--- config.mk ---
export PLATFORM = sky130hd
export DESIGN_NAME = event_counter_gate
export DESIGN_NICKNAME = d
export VERILOG_FILES = /design/src/rtl/ecgate_pkg.sv /design/src/rtl/pulse_gen_core.sv /design/src/rtl/event_counter_gate.sv
export VERILOG_INCLUDE_DIRS = /design/src /design/src/rtl
export SDC_FILE = /design/constraint.sdc
export NUM_CORES = 1
export LEC_CHECK = 0
export ABC_AREA = 1
export BUFFER_PORTS_ARGS = -buffer_cell sky130_fd_sc_hd__buf_4
export CORE_UTILIZATION = 50
export DETAILED_ROUTE_END_ITERATION = 8
export PLACE_DENSITY = 0.69
export REMOVE_ABC_BUFFERS = 1
export SLEW_MARGIN = 10
export SYNTH_ARGS = -nofsm -noshare
export SYNTH_HDL_FRONTEND = slang
export SYNTH_SLANG_ARGS = --single-unit
--- constraint.sdc ---
create_clock -name clk -period 3.4 [get_ports clk]
set_clock_uncertainty 0.05 [all_clocks]
set_input_delay 0.51 -clock clk [delete_from_list [all_inputs] [get_ports clk]]
set_output_delay 0.51 -clock clk [all_outputs]
set_load 0.03 [all_outputs]
--- src/rtl/ecgate_cfg.svh ---
// Offsets, field positions, reset values and fixed codes of the gate block
`ifndef ECGATE_CFG_SVH
`define ECGATE_CFG_SVH
// ----------------------------------------
// Register byte offsets
// ----------------------------------------
`define ECG_CTRL_OFS 8'h00
`define ECG_CNT_OFS 8'h04
`define ECG_PCMP_OFS 8'h08
`define ECG_PDAT_OFS 8'h0c
`define ECG_COUNT_OFS 8'h10
`define ECG_ISTAT_OFS 8'h14
`define ECG_IMASK_OFS 8'h18
`define ECG_VEC_OFS 8'h1c
// ----------------------------------------
// Field positions
// ----------------------------------------
`define ECG_PGS_BIT 0
`define ECG_EDGE_LSB 1
`define ECG_PCLK_LSB 3
`define ECG_UCE_BIT 0
`define ECG_LCE_BIT 1
`define ECG_URL_BIT 2
`define ECG_LRL_BIT 3
`define ECG_SPLIT_BIT 4
`define ECG_LSRC_LSB 5
`define ECG_IRQ_GATE 0
`define ECG_IRQ_OVU 1
`define ECG_IRQ_OVL 2
// ----------------------------------------
// Reset values and codes
// ----------------------------------------
`define ECG_PCMP_RST 16'hffff
`define ECG_PDAT_RST 16'h0000
`define ECG_EDGE_FALL 2'b00
`define ECG_EDGE_RISE 2'b01
`define ECG_PCLK_MAX 3'h5
`define ECG_VEC_NUM 8'h06
`define ECG_VEC_ADDR 16'h000c
`endif

--- src/rtl/ecgate_pkg.sv ---
// Types shared by the gate block files
package ecgate_pkg;
    // System operating modes seen by the block
    typedef enum logic [2:0] {
        PM_ACTIVE = 3'b000,
        PM_SLEEP = 3'b001,
        PM_WATCH = 3'b010,
        PM_SUBACTIVE = 3'b011,
        PM_SUBSLEEP = 3'b100,
        PM_STANDBY = 3'b101
    } power_mode_type;
endpackage

--- src/rtl/pulse_gen_core.sv ---
// Periodic gate pulse generator with compare and data values
`timescale 1ns/10ps
module pulse_gen_core #(
    parameter int WIDTH = 16
) (
    // Clock and reset
    input wire logic clk,
    input wire logic reset,
    // Control
    input wire logic run,
    input wire logic hold,
    input wire logic tick,
    input wire logic [WIDTH-1:0] compareValue,
    input wire logic [WIDTH-1:0] dataValue,
    // Output
    output logic pulseOut
);
    logic [WIDTH-1:0] count_reg;
    logic [WIDTH-1:0] count_next;
    logic pulseOut_reg;
    logic pulseOut_next;

    // Count 0..compare then restart; low while at or below data
    always_comb begin
        count_next = count_reg;
        if (!run) begin
            count_next = '0;
        end else if (!hold && tick) begin
            if (count_reg == compareValue) begin
                count_next = '0;
            end else begin
                count_next = count_reg + 1'b1;
            end
        end
        pulseOut_next = run && (count_next > dataValue);
    end

    // Hold freezes the waveform mid-period instead of restarting it
    always_ff @(posedge clk) begin
        if (reset) begin
            count_reg <= '0;
            pulseOut_reg <= 1'b0;
        end else begin
            count_reg <= count_next;
            pulseOut_reg <= pulseOut_next;
        end
    end

    assign pulseOut = pulseOut_reg;

    // ----------------------------------------
    // Checks
    // ----------------------------------------
    off_to_on_a: assert property (@(posedge clk) disable iff (reset)
        (run && !hold && tick && count_reg == dataValue && dataValue < compareValue) |=> pulseOut_reg)
        else $error("pulse did not rise after off period");
    period_wrap_a: assert property (@(posedge clk) disable iff (reset)
        (run && !hold && tick && count_reg == compareValue) |=> (count_reg == '0 && !pulseOut_reg))
        else $error("pulse period did not restart");
endmodule

--- src/rtl/event_counter_gate.sv ---
// Event counter gating, pulse gate generator, interrupts and APB registers
//
// Overview of operation
// - Pulse select high: count only while pulse high
// - One gate drives both counters together
// - Pulse source shares interrupt vector six
// - Gate event sets flag; enable forwards request
// - Gate interrupt on rising, falling or both
// - Off is T(data+1), period T(compare+1)
// - Gate from pin or pulse; one-count error
// - Watch/standby: events count, overflow flags untouched
// - Low-power modes: only async events count
// - Watch/standby: pin gates, raises no interrupt
// - Module standby stops counters, holds registers
// - Gate interrupt synchronised, one cycle skew
// - Pulse select low: count only while pin high
`timescale 1ns/10ps
`include "ecgate_cfg.svh"
module event_counter_gate #(
    parameter int ADDR_WIDTH = 8,
    parameter int PULSE_WIDTH = 16
) (
    // Clock and reset
    input wire logic clk,
    input wire logic reset,
    // APB slave
    input wire logic psel,
    input wire logic penable,
    input wire logic pwrite,
    input wire logic [ADDR_WIDTH-1:0] paddr,
    input wire logic [31:0] pwdata,
    output logic [31:0] prdata,
    output logic pready,
    output logic pslverr,
    // System mode
    input wire ecgate_pkg::power_mode_type powerMode,
    input wire logic moduleStandby,
    // Pins and events
    input wire logic externalGatePin,
    input wire logic upperEventInput,
    input wire logic lowerEventInput,
    // Status outputs
    output logic internalPulseOutput,
    output logic [7:0] upperEventCount,
    output logic [7:0] lowerEventCount,
    output logic irq
);
    // ----------------------------------------
    // Helper functions
    // ----------------------------------------

    // One-cycle enable for phi/2^(sel+1) from the free prescaler
    function automatic logic divTick(input logic [5:0] cnt, input logic [2:0] sel);
        logic [6:0] full;
        logic [5:0] mask;
        full = (7'h02 << sel) - 7'h01;
        mask = full[5:0];
        divTick = ((cnt & mask) == mask);
    endfunction

    // Edge choice for the gate interrupt
    function automatic logic edgeHit(input logic [1:0] sel, input logic rise, input logic fall);
        case (sel)
            `ECG_EDGE_FALL: edgeHit = fall;
            `ECG_EDGE_RISE: edgeHit = rise;
            default: edgeHit = rise || fall;
        endcase
    endfunction

    // ----------------------------------------
    // Registers and internal signals
    // ----------------------------------------
    logic pulseGateSelect_reg;
    logic [1:0] gateEdgeSel_reg;
    logic [2:0] pulseClkSel_reg;
    logic upperCountEnable_reg;
    logic lowerCountEnable_reg;
    logic upperRelease_reg;
    logic lowerRelease_reg;
    logic splitMode_reg;
    logic [1:0] lowerSrc_reg;
    logic [PULSE_WIDTH-1:0] pulseCompare_reg;
    logic [PULSE_WIDTH-1:0] pulseData_reg;
    logic [2:0] irqStatus_reg;
    logic [2:0] irqMask_reg;
    logic [7:0] upperCount_reg;
    logic [7:0] lowerCount_reg;
    logic [5:0] prescale_reg;
    logic gatePrev_reg;
    logic upperEvtPrev_reg;
    logic lowerEvtPrev_reg;
    logic [31:0] prdata_reg;
    logic pslverr_reg;

    logic wrEn;
    logic [ADDR_WIDTH-1:0] wrAddr;
    logic lowPower;
    logic watchStby;
    logic pulseOut;
    logic gateSignal;
    logic gateEvent;
    logic irqAllowed;
    logic upperEdge;
    logic lowerEdge;
    logic lowerSrcOk;
    logic upperSrcOk;
    logic lowerTick;
    logic upperTick;
    logic ovfUpper;
    logic ovfLower;
    logic pulseTick;
    logic [2:0] pulseSel;
    logic [2:0] setMask;
    logic [2:0] clearMask;
    logic [31:0] readValue;
    logic addrValid;

    // ----------------------------------------
    // Mode decode
    // ----------------------------------------

    // Subclock modes: prescaled phi is absent there
    assign lowPower = (powerMode == ecgate_pkg::PM_WATCH) || (powerMode == ecgate_pkg::PM_SUBACTIVE)
        || (powerMode == ecgate_pkg::PM_SUBSLEEP) || (powerMode == ecgate_pkg::PM_STANDBY);
    assign watchStby = (powerMode == ecgate_pkg::PM_WATCH) || (powerMode == ecgate_pkg::PM_STANDBY);

    // Writes are dropped in module standby so settings are held
    assign wrEn = psel && penable && pwrite && !moduleStandby;
    assign wrAddr = paddr;

    // ----------------------------------------
    // Prescaler and pulse generator
    // ----------------------------------------

    // Free prescaler stops with the module clock
    always_ff @(posedge clk) begin
        if (reset) begin
            prescale_reg <= 6'h00;
        end else if (!moduleStandby) begin
            prescale_reg <= prescale_reg + 6'h01;
        end
    end

    // Out-of-range selections clamp to the slowest rate
    assign pulseSel = (pulseClkSel_reg > `ECG_PCLK_MAX) ? `ECG_PCLK_MAX : pulseClkSel_reg;
    assign pulseTick = divTick(prescale_reg, pulseSel);

    // Values are trusted as programmed: data below compare, static while running
    pulse_gen_core #(
        .WIDTH(PULSE_WIDTH)
    ) pulseGen (
        .clk(clk),
        .reset(reset),
        .run(pulseGateSelect_reg),
        .hold(lowPower || moduleStandby),
        .tick(pulseTick),
        .compareValue(pulseCompare_reg),
        .dataValue(pulseData_reg),
        .pulseOut(pulseOut)
    );

    // ----------------------------------------
    // Gate selection and counters
    // ----------------------------------------

    // Abrupt gating can lose or split one count at the edge
    assign gateSignal = pulseGateSelect_reg ? pulseOut : externalGatePin;

    // Event inputs are sampled; a rising edge is one event
    always_ff @(posedge clk) begin
        if (reset) begin
            upperEvtPrev_reg <= 1'b0;
            lowerEvtPrev_reg <= 1'b0;
        end else begin
            upperEvtPrev_reg <= upperEventInput;
            lowerEvtPrev_reg <= lowerEventInput;
        end
    end
    assign upperEdge = upperEventInput && !upperEvtPrev_reg;
    assign lowerEdge = lowerEventInput && !lowerEvtPrev_reg;

    // Prescaled sources die in subclock modes; events keep counting
    always_comb begin
        lowerSrcOk = 1'b0;
        if (lowerSrc_reg == 2'b00) begin
            lowerSrcOk = lowerEdge;
        end else if (!lowPower) begin
            lowerSrcOk = divTick(prescale_reg, 3'(lowerSrc_reg) - 3'h1);
        end
    end

    // Gate applies to both counters at once
    assign lowerTick = lowerSrcOk && lowerCountEnable_reg && lowerRelease_reg
        && gateSignal && !moduleStandby;
    // Chained mode assumes upper enable is not toggled while running
    assign upperSrcOk = splitMode_reg ? upperEdge : (lowerTick && lowerCount_reg == 8'hff);
    assign upperTick = upperSrcOk && upperCountEnable_reg && upperRelease_reg
        && gateSignal && !moduleStandby;

    // Overflow flags are frozen in watch and standby
    assign ovfUpper = upperTick && upperCount_reg == 8'hff && !watchStby;
    assign ovfLower = splitMode_reg && lowerTick && lowerCount_reg == 8'hff && !watchStby;

    // Release low keeps a counter cleared; module standby freezes both, a pending clear too
    always_ff @(posedge clk) begin
        if (reset) begin
            lowerCount_reg <= 8'h00;
            upperCount_reg <= 8'h00;
        end else if (!moduleStandby) begin
            if (!lowerRelease_reg) begin
                lowerCount_reg <= 8'h00;
            end else if (lowerTick) begin
                lowerCount_reg <= lowerCount_reg + 8'h01;
            end
            if (!upperRelease_reg) begin
                upperCount_reg <= 8'h00;
            end else if (upperTick) begin
                upperCount_reg <= upperCount_reg + 8'h01;
            end
        end
    end

    // ----------------------------------------
    // Gate interrupt
    // ----------------------------------------

    // Registered copy of the gate; costs one cycle of skew
    always_ff @(posedge clk) begin
        if (reset) begin
            gatePrev_reg <= 1'b0;
        end else begin
            gatePrev_reg <= gateSignal;
        end
    end

    // Pin-sourced interrupts are silent in watch and standby
    assign irqAllowed = !moduleStandby && !(watchStby && !pulseGateSelect_reg);
    assign gateEvent = irqAllowed
        && edgeHit(gateEdgeSel_reg, gateSignal && !gatePrev_reg, !gateSignal && gatePrev_reg);

    // Set wins over a same-cycle write-one clear
    assign setMask = {ovfLower, ovfUpper, gateEvent};
    assign clearMask = (wrEn && wrAddr == `ECG_ISTAT_OFS) ? pwdata[2:0] : 3'h0;
    always_ff @(posedge clk) begin
        if (reset) begin
            irqStatus_reg <= 3'h0;
        end else begin
            irqStatus_reg <= (irqStatus_reg & ~clearMask) | setMask;
        end
    end

    // Level request while any unmasked flag stands
    assign irq = |(irqStatus_reg & irqMask_reg);

    // ----------------------------------------
    // Register writes
    // ----------------------------------------

    // Control and configuration
    always_ff @(posedge clk) begin
        if (reset) begin
            pulseGateSelect_reg <= 1'b0;
            gateEdgeSel_reg <= 2'b00;
            pulseClkSel_reg <= 3'h0;
        end else if (wrEn && wrAddr == `ECG_CTRL_OFS) begin
            pulseGateSelect_reg <= pwdata[`ECG_PGS_BIT];
            gateEdgeSel_reg <= pwdata[`ECG_EDGE_LSB +: 2];
            pulseClkSel_reg <= pwdata[`ECG_PCLK_LSB +: 3];
        end
    end

    // Counter enables, releases and source
    always_ff @(posedge clk) begin
        if (reset) begin
            upperCountEnable_reg <= 1'b0;
            lowerCountEnable_reg <= 1'b0;
            upperRelease_reg <= 1'b0;
            lowerRelease_reg <= 1'b0;
            splitMode_reg <= 1'b0;
            lowerSrc_reg <= 2'b00;
        end else if (wrEn && wrAddr == `ECG_CNT_OFS) begin
            upperCountEnable_reg <= pwdata[`ECG_UCE_BIT];
            lowerCountEnable_reg <= pwdata[`ECG_LCE_BIT];
            upperRelease_reg <= pwdata[`ECG_URL_BIT];
            lowerRelease_reg <= pwdata[`ECG_LRL_BIT];
            splitMode_reg <= pwdata[`ECG_SPLIT_BIT];
            lowerSrc_reg <= pwdata[`ECG_LSRC_LSB +: 2];
        end
    end

    // Pulse values and interrupt mask
    always_ff @(posedge clk) begin
        if (reset) begin
            pulseCompare_reg <= `ECG_PCMP_RST;
            pulseData_reg <= `ECG_PDAT_RST;
            irqMask_reg <= 3'h0;
        end else if (wrEn) begin
            if (wrAddr == `ECG_PCMP_OFS) begin
                pulseCompare_reg <= pwdata[PULSE_WIDTH-1:0];
            end
            if (wrAddr == `ECG_PDAT_OFS) begin
                pulseData_reg <= pwdata[PULSE_WIDTH-1:0];
            end
            if (wrAddr == `ECG_IMASK_OFS) begin
                irqMask_reg <= pwdata[2:0];
            end
        end
    end

    // ----------------------------------------
    // Register reads
    // ----------------------------------------

    // Counter readback is only coherent with counting stopped
    always_comb begin
        readValue = 32'h0000_0000;
        addrValid = 1'b1;
        case (paddr)
            `ECG_CTRL_OFS: readValue = {26'h0, pulseClkSel_reg, gateEdgeSel_reg, pulseGateSelect_reg};
            `ECG_CNT_OFS: readValue = {25'h0, lowerSrc_reg, splitMode_reg, lowerRelease_reg,
                upperRelease_reg, lowerCountEnable_reg, upperCountEnable_reg};
            `ECG_PCMP_OFS: readValue = 32'(pulseCompare_reg);
            `ECG_PDAT_OFS: readValue = 32'(pulseData_reg);
            `ECG_COUNT_OFS: readValue = {16'h0, upperCount_reg, lowerCount_reg};
            `ECG_ISTAT_OFS: readValue = {29'h0, irqStatus_reg};
            `ECG_IMASK_OFS: readValue = {29'h0, irqMask_reg};
            `ECG_VEC_OFS: readValue = {8'h0, `ECG_VEC_ADDR, `ECG_VEC_NUM};
            default: addrValid = 1'b0;
        endcase
    end

    // Data captured in setup so the access phase ends at once
    always_ff @(posedge clk) begin
        if (reset) begin
            prdata_reg <= 32'h0000_0000;
            pslverr_reg <= 1'b0;
        end else if (psel && !penable) begin
            prdata_reg <= pwrite ? 32'h0000_0000 : readValue;
            pslverr_reg <= !addrValid;
        end
    end

    assign prdata = prdata_reg;
    assign pslverr = pslverr_reg;
    assign pready = 1'b1;
    assign internalPulseOutput = pulseOut;
    assign upperEventCount = upperCount_reg;
    assign lowerEventCount = lowerCount_reg;

    // ----------------------------------------
    // Checks
    // ----------------------------------------
    pulse_gate_a: assert property (@(posedge clk) disable iff (reset)
        (pulseGateSelect_reg && !pulseOut && lowerRelease_reg) |=> $stable(lowerCount_reg))
        else $error("lower counter moved while pulse gate low");
    pin_gate_a: assert property (@(posedge clk) disable iff (reset)
        (!pulseGateSelect_reg && !externalGatePin && upperRelease_reg) |=> $stable(upperCount_reg))
        else $error("upper counter moved while gate pin low");
    joint_gate_a: assert property (@(posedge clk) disable iff (reset)
        (!gateSignal && upperRelease_reg && lowerRelease_reg)
        |=> ($stable(upperCount_reg) && $stable(lowerCount_reg)))
        else $error("counters not gated together");
    gate_flag_a: assert property (@(posedge clk) disable iff (reset)
        gateEvent |=> irqStatus_reg[`ECG_IRQ_GATE])
        else $error("gate event lost");
    irq_forward_a: assert property (@(posedge clk) disable iff (reset)
        ($rose(irqStatus_reg[`ECG_IRQ_GATE]) && irqMask_reg[`ECG_IRQ_GATE]) |-> irq)
        else $error("enabled gate request not forwarded");
    edge_select_a: assert property (@(posedge clk) disable iff (reset)
        (gateEdgeSel_reg == `ECG_EDGE_RISE && !gateSignal && gatePrev_reg) |-> !gateEvent)
        else $error("falling edge taken in rising mode");
    ovf_freeze_a: assert property (@(posedge clk) disable iff (reset)
        (watchStby && !(wrEn && wrAddr == `ECG_ISTAT_OFS)) |=> $stable(irqStatus_reg[2:1]))
        else $error("overflow flag changed in watch or standby");
    lowpower_src_a: assert property (@(posedge clk) disable iff (reset)
        (lowPower && lowerSrc_reg != 2'b00 && lowerRelease_reg) |=> $stable(lowerCount_reg))
        else $error("prescaled source counted in low power");
    pin_noirq_a: assert property (@(posedge clk) disable iff (reset)
        (watchStby && !pulseGateSelect_reg) |-> !gateEvent)
        else $error("gate pin interrupt in watch or standby");
    standby_hold_a: assert property (@(posedge clk) disable iff (reset)
        moduleStandby |=> ($stable(pulseCompare_reg) && $stable(pulseGateSelect_reg)
        && $stable(lowerCount_reg) && $stable(upperCount_reg)))
        else $error("state changed in module standby");
endmodule

==> impl_table.tex <==
\begin{tabular}{lr}
\hline
Metric & Value \\
\hline
\multicolumn{2}{l}{\textbf{Finish}} \\
Total non-filler cell area in the finished layout & 0.00712 mm2 \\
Ant diodes & 0 \\
Fill cells & 1225 \\
Final Net Count & 1027 \\
Share of post-route cells with drive strength above 1 & 0.145 \\
Layout area overhead & 12.9\% \\
\multicolumn{2}{l}{\textbf{Synthesis}} \\
Post-synth top area share & 0.349 \\
Total of flip-flops plus latches after synthesis & 110 \\
Warnings, synthesis & 0 \\
Most repeated cell in the gate-level netlist after synthesis & sky130\_fd\_sc\_hd\_\_nand2\_1 \\
Seq/Total Area, Yosys & 0.349 \\
Cell count after synthesis & 898 \\
Count of distinct cell types in the synthesized netlist & 42 \\
Syn Std Cell Area & 0.00630 mm2 \\
Number of flops mapped to enable cells by yosys & 0 \\
Leading register cell type out of synthesis & sky130\_fd\_sc\_hd\_\_dfxtp\_1 \\
Synth area leader & sky130\_fd\_sc\_hd\_\_dfxtp\_1 \\
Commonest cells in the netlist & sky130\_fd\_sc\_hd\_\_nand2\_1, sky130\_fd\_sc\_hd\_\_dfxtp\_1, sky130\_fd\_sc\_hd\_\_inv\_1, sky130\_fd\_sc\_hd\_\_a21oi\_1, sky130\_fd\_sc\_hd\_\_nor2\_1 \\
Cells taking the most area after synthesis & sky130\_fd\_sc\_hd\_\_dfxtp\_1, sky130\_fd\_sc\_hd\_\_nand2\_1, sky130\_fd\_sc\_hd\_\_inv\_1, sky130\_fd\_sc\_hd\_\_a21oi\_1, sky130\_fd\_sc\_hd\_\_ha\_1 \\
Average footprint of a synthesized cell & 7.02 um2 \\
Async SR Flop Fraction & 0 \\
\multicolumn{2}{l}{\textbf{Timing}} \\
Number of failing hold endpoints at the final stage & 0 \\
Worst Max-Slew Pin Slew & 898 ps \\
RSZ-0062 raised after global routing & false \\
Tcrit/Tclk final & 0.855 \\
Worst hold-check slack & 319 ps \\
Maximum frequency from static timing analysis & 344 MHz \\
Tightest slew margin relative to the limit & 0.397 \\
Finish-stage setup viols & 0 \\
Max-slew violation total from the final report & 0 \\
Setup\_tns & 0 ps \\
Crit path time final & 2910 ps \\
Final worst slack & 491 ps \\
\multicolumn{2}{l}{\textbf{Placed design}} \\
Port Buffer Count & 70 \\
Placer's final routability congestion estimate & 0.920 \\
Post-placement cell area & 0.00683 mm2 \\
Detail Placement HPWL & 12000 um \\
Worst setup slack after placement & 437 ps \\
\multicolumn{2}{l}{\textbf{Pwr}} \\
Pwr dens & 356 mW/mm2 \\
Power after layout & 2.54 mW \\
Highest ir drop seen on vdd & 244 uV \\
Leakage power of the design & 3.05 nW \\
\multicolumn{2}{l}{\textbf{Die}} \\
Die Y & 114 um \\
Die footprint & 0.0131 mm2 \\
Starting Density & 0.518 \\
Top-Level Pins & 104 \\
Floorplan row count & 40 \\
Area of the placeable core & 0.0122 mm2 \\
Floorplan die width & 114 um \\
\multicolumn{2}{l}{\textbf{Route}} \\
Drt pass-1 iters & 5 \\
Post-Route WL & 16200 um \\
Number of DRC markers in iteration 0 & 436 \\
Routed wire per std cell & 14.5 um \\
Residual antenna-violating net count after detailed routing & 0 \\
Post-detailed-route DRC marker count & 0 \\
Via density per instance & 5.21 \\
Via count & 5851 \\
\multicolumn{2}{l}{\textbf{Flow run}} \\
Max-cap check violation count & 0 \\
\multicolumn{2}{l}{\textbf{Worst setup path}} \\
Startpoint class of the critical path & flop \\
Type of the worst setup path & reg -> reg \\
Worst Path Required & 3580 ps \\
Crit Path Max Fanout & 12 \\
Arrival time reported for the critical path endpoint & 3090 ps \\
Flop-to-flop setup slack & 490 ps \\
Crit. End Element & flop \\
\multicolumn{2}{l}{\textbf{Clocking}} \\
CTS tree & done \\
Maximum level of the CTS H-tree & 3 \\
Number of gates resized after CTS & 0 \\
Clock latency on the worst-skew pair & 350 ps \\
Number of buffers inserted by hold repair at cts & 0 \\
Root cell of the clock tree & sky130\_fd\_sc\_hd\_\_clkbuf\_16 \\
Number of setup buffers added after CTS & 0 \\
Inserted Clock Buffers & 9 \\
Sinks on Clock Net & 110 \\
Clk slew on worst S/H paths & 70 ps \\
Clock Tree Buf Depth & 2 \\
\multicolumn{2}{l}{\textbf{Outcome}} \\
Status & finished, final reports clean \\
\multicolumn{2}{l}{\textbf{Global route}} \\
Maximum number of pins on one net before global-route repair & 63 \\
Vias in the first global route & 5249 \\
Number of antenna violations at the first check in global routing & 0 \\
Wire length of the first global-routing pass & 27100 um \\
GRT Util Overall & 0.264 \\
Sum of overflow across all layers after global routing & 0 \\
\multicolumn{2}{l}{\textbf{Min path}} \\
Worst hold path type & in -> reg \\
\hline
\end{tabular}
## power breakdown
group | leakage, nW | switching [mW] | internal (mW) | total (mW)
Sequential | 0.889 | 0.00931 | 1.30 | 1.31
Combinational | 2.02 | 0.137 | 0.0617 | 0.199
Clock | 0.139 | 0.490 | 0.541 | 1.03
Total | 3.05 | 0.636 | 1.90 | 2.54
## per-stage QoR
stage               instances  utilization
finish                   1123        0.585
global route             1123        0.585
CTS                      1123        0.585
detailed placement       1107        0.562
global placement         1107        0.562
floorplan                 865            -
## logic make-up after synthesis
family / after synthesis / share of synthesized area
buffers and inverters: 164 / 0.116
adder cells (fa/ha/maj): 25 / 0.0496
flip-flops: 110 / 0.349
XOR/XNOR: 32 / 0.0445
AO/OA/AOI/OAI: 190 / 0.168
multiplexers: 1 / 0.00179
AND/OR/NAND/NOR: 374 / 0.270
other: 2 / 0.00119
## critical path, stage by stage, from the launching register on
cell,delay (ps)
sky130_fd_sc_hd__dfxtp_1,500
sky130_fd_sc_hd__xnor2_1,200
sky130_fd_sc_hd__nand4_1,200
sky130_fd_sc_hd__nor2_1,300
sky130_fd_sc_hd__nand2_2,250
sky130_fd_sc_hd__nand3_1,120
sky130_fd_sc_hd__nand2_1,50
sky130_fd_sc_hd__o211ai_1,100
sky130_fd_sc_hd__inv_1,90
sky130_fd_sc_hd__ha_1,310
sky130_fd_sc_hd__a21oi_1,150
sky130_fd_sc_hd__nand2_1,70
sky130_fd_sc_hd__o21bai_1,130
sky130_fd_sc_hd__o211ai_1,120
sky130_fd_sc_hd__nand2_1,80
sky130_fd_sc_hd__a31oi_1,70
## routing by layer
layer,part of all wire,routed length [um],GRT usage,vias to the layer above
met5,0,0,0,-
li1,-,-,-,3025
met3,0.049,792,0.0461,24
met2,0.44,7180,0.401,160
met1,0.49,7920,0.376,2642
met4,0.021,344,0.0900,0
## worst paths after layout
check | start | cells after the start | to
setup / recovery | pulseGen.count_reg[8] | 15 | pulseGen.pulseOut
hold / removal | lowerEventInput | 3 | lowerEvtPrev_reg
setup reg to reg | pulseGen.count_reg[8] | 15 | pulseGen.pulseOut
hold reg to reg | prdata[9] | 2 | prdata[9]
## layout by cell type, fill, tap and decap left out, types with 3 or more instances in the layout
| cell type | n |
|---|---|
| sky130_fd_sc_hd__conb_1 | 17 |
| sky130_fd_sc_hd__buf_4 | 74 |
| sky130_fd_sc_hd__nor2_1 | 77 |
| sky130_fd_sc_hd__dfxtp_1 | 110 |
| sky130_fd_sc_hd__o21ai_2 | 6 |
| sky130_fd_sc_hd__o22ai_1 | 9 |
| sky130_fd_sc_hd__nor2_2 | 4 |
| sky130_fd_sc_hd__o21ai_1 | 11 |
| sky130_fd_sc_hd__nor3_2 | 10 |
| sky130_fd_sc_hd__o21ai_0 | 60 |
| sky130_fd_sc_hd__nand3_1 | 42 |
| sky130_fd_sc_hd__inv_1 | 105 |
| sky130_fd_sc_hd__nand2_2 | 8 |
| sky130_fd_sc_hd__nor2_4 | 4 |
| sky130_fd_sc_hd__xnor2_1 | 17 |
| sky130_fd_sc_hd__a21oi_1 | 77 |
| sky130_fd_sc_hd__clkbuf_16 | 9 |
| sky130_fd_sc_hd__nand4_1 | 15 |
| sky130_fd_sc_hd__inv_2 | 10 |
| sky130_fd_sc_hd__nand2_1 | 184 |
| sky130_fd_sc_hd__xor2_1 | 15 |
| sky130_fd_sc_hd__nand3b_1 | 3 |
| sky130_fd_sc_hd__nor3_1 | 20 |
| sky130_fd_sc_hd__o221ai_1 | 6 |
| sky130_fd_sc_hd__o211ai_1 | 13 |
| sky130_fd_sc_hd__ha_1 | 25 |
## final cells by class
class | instances | area, um2 | share of cell area
Timing Repair Buffer | 74 | 556 | 0.0781
Clock inverter | 4 | 30.0 | 0.00422
Sequential cell | 110 | 2200 | 0.309
Multi-Input combinational cell | 639 | 3430 | 0.482
Clock buffer | 12 | 256 | 0.0360
Tap cell | 168 | 210 | 0.0295
Inverter | 116 | 435 | 0.0612
Power figures use the tool's default switching activity.
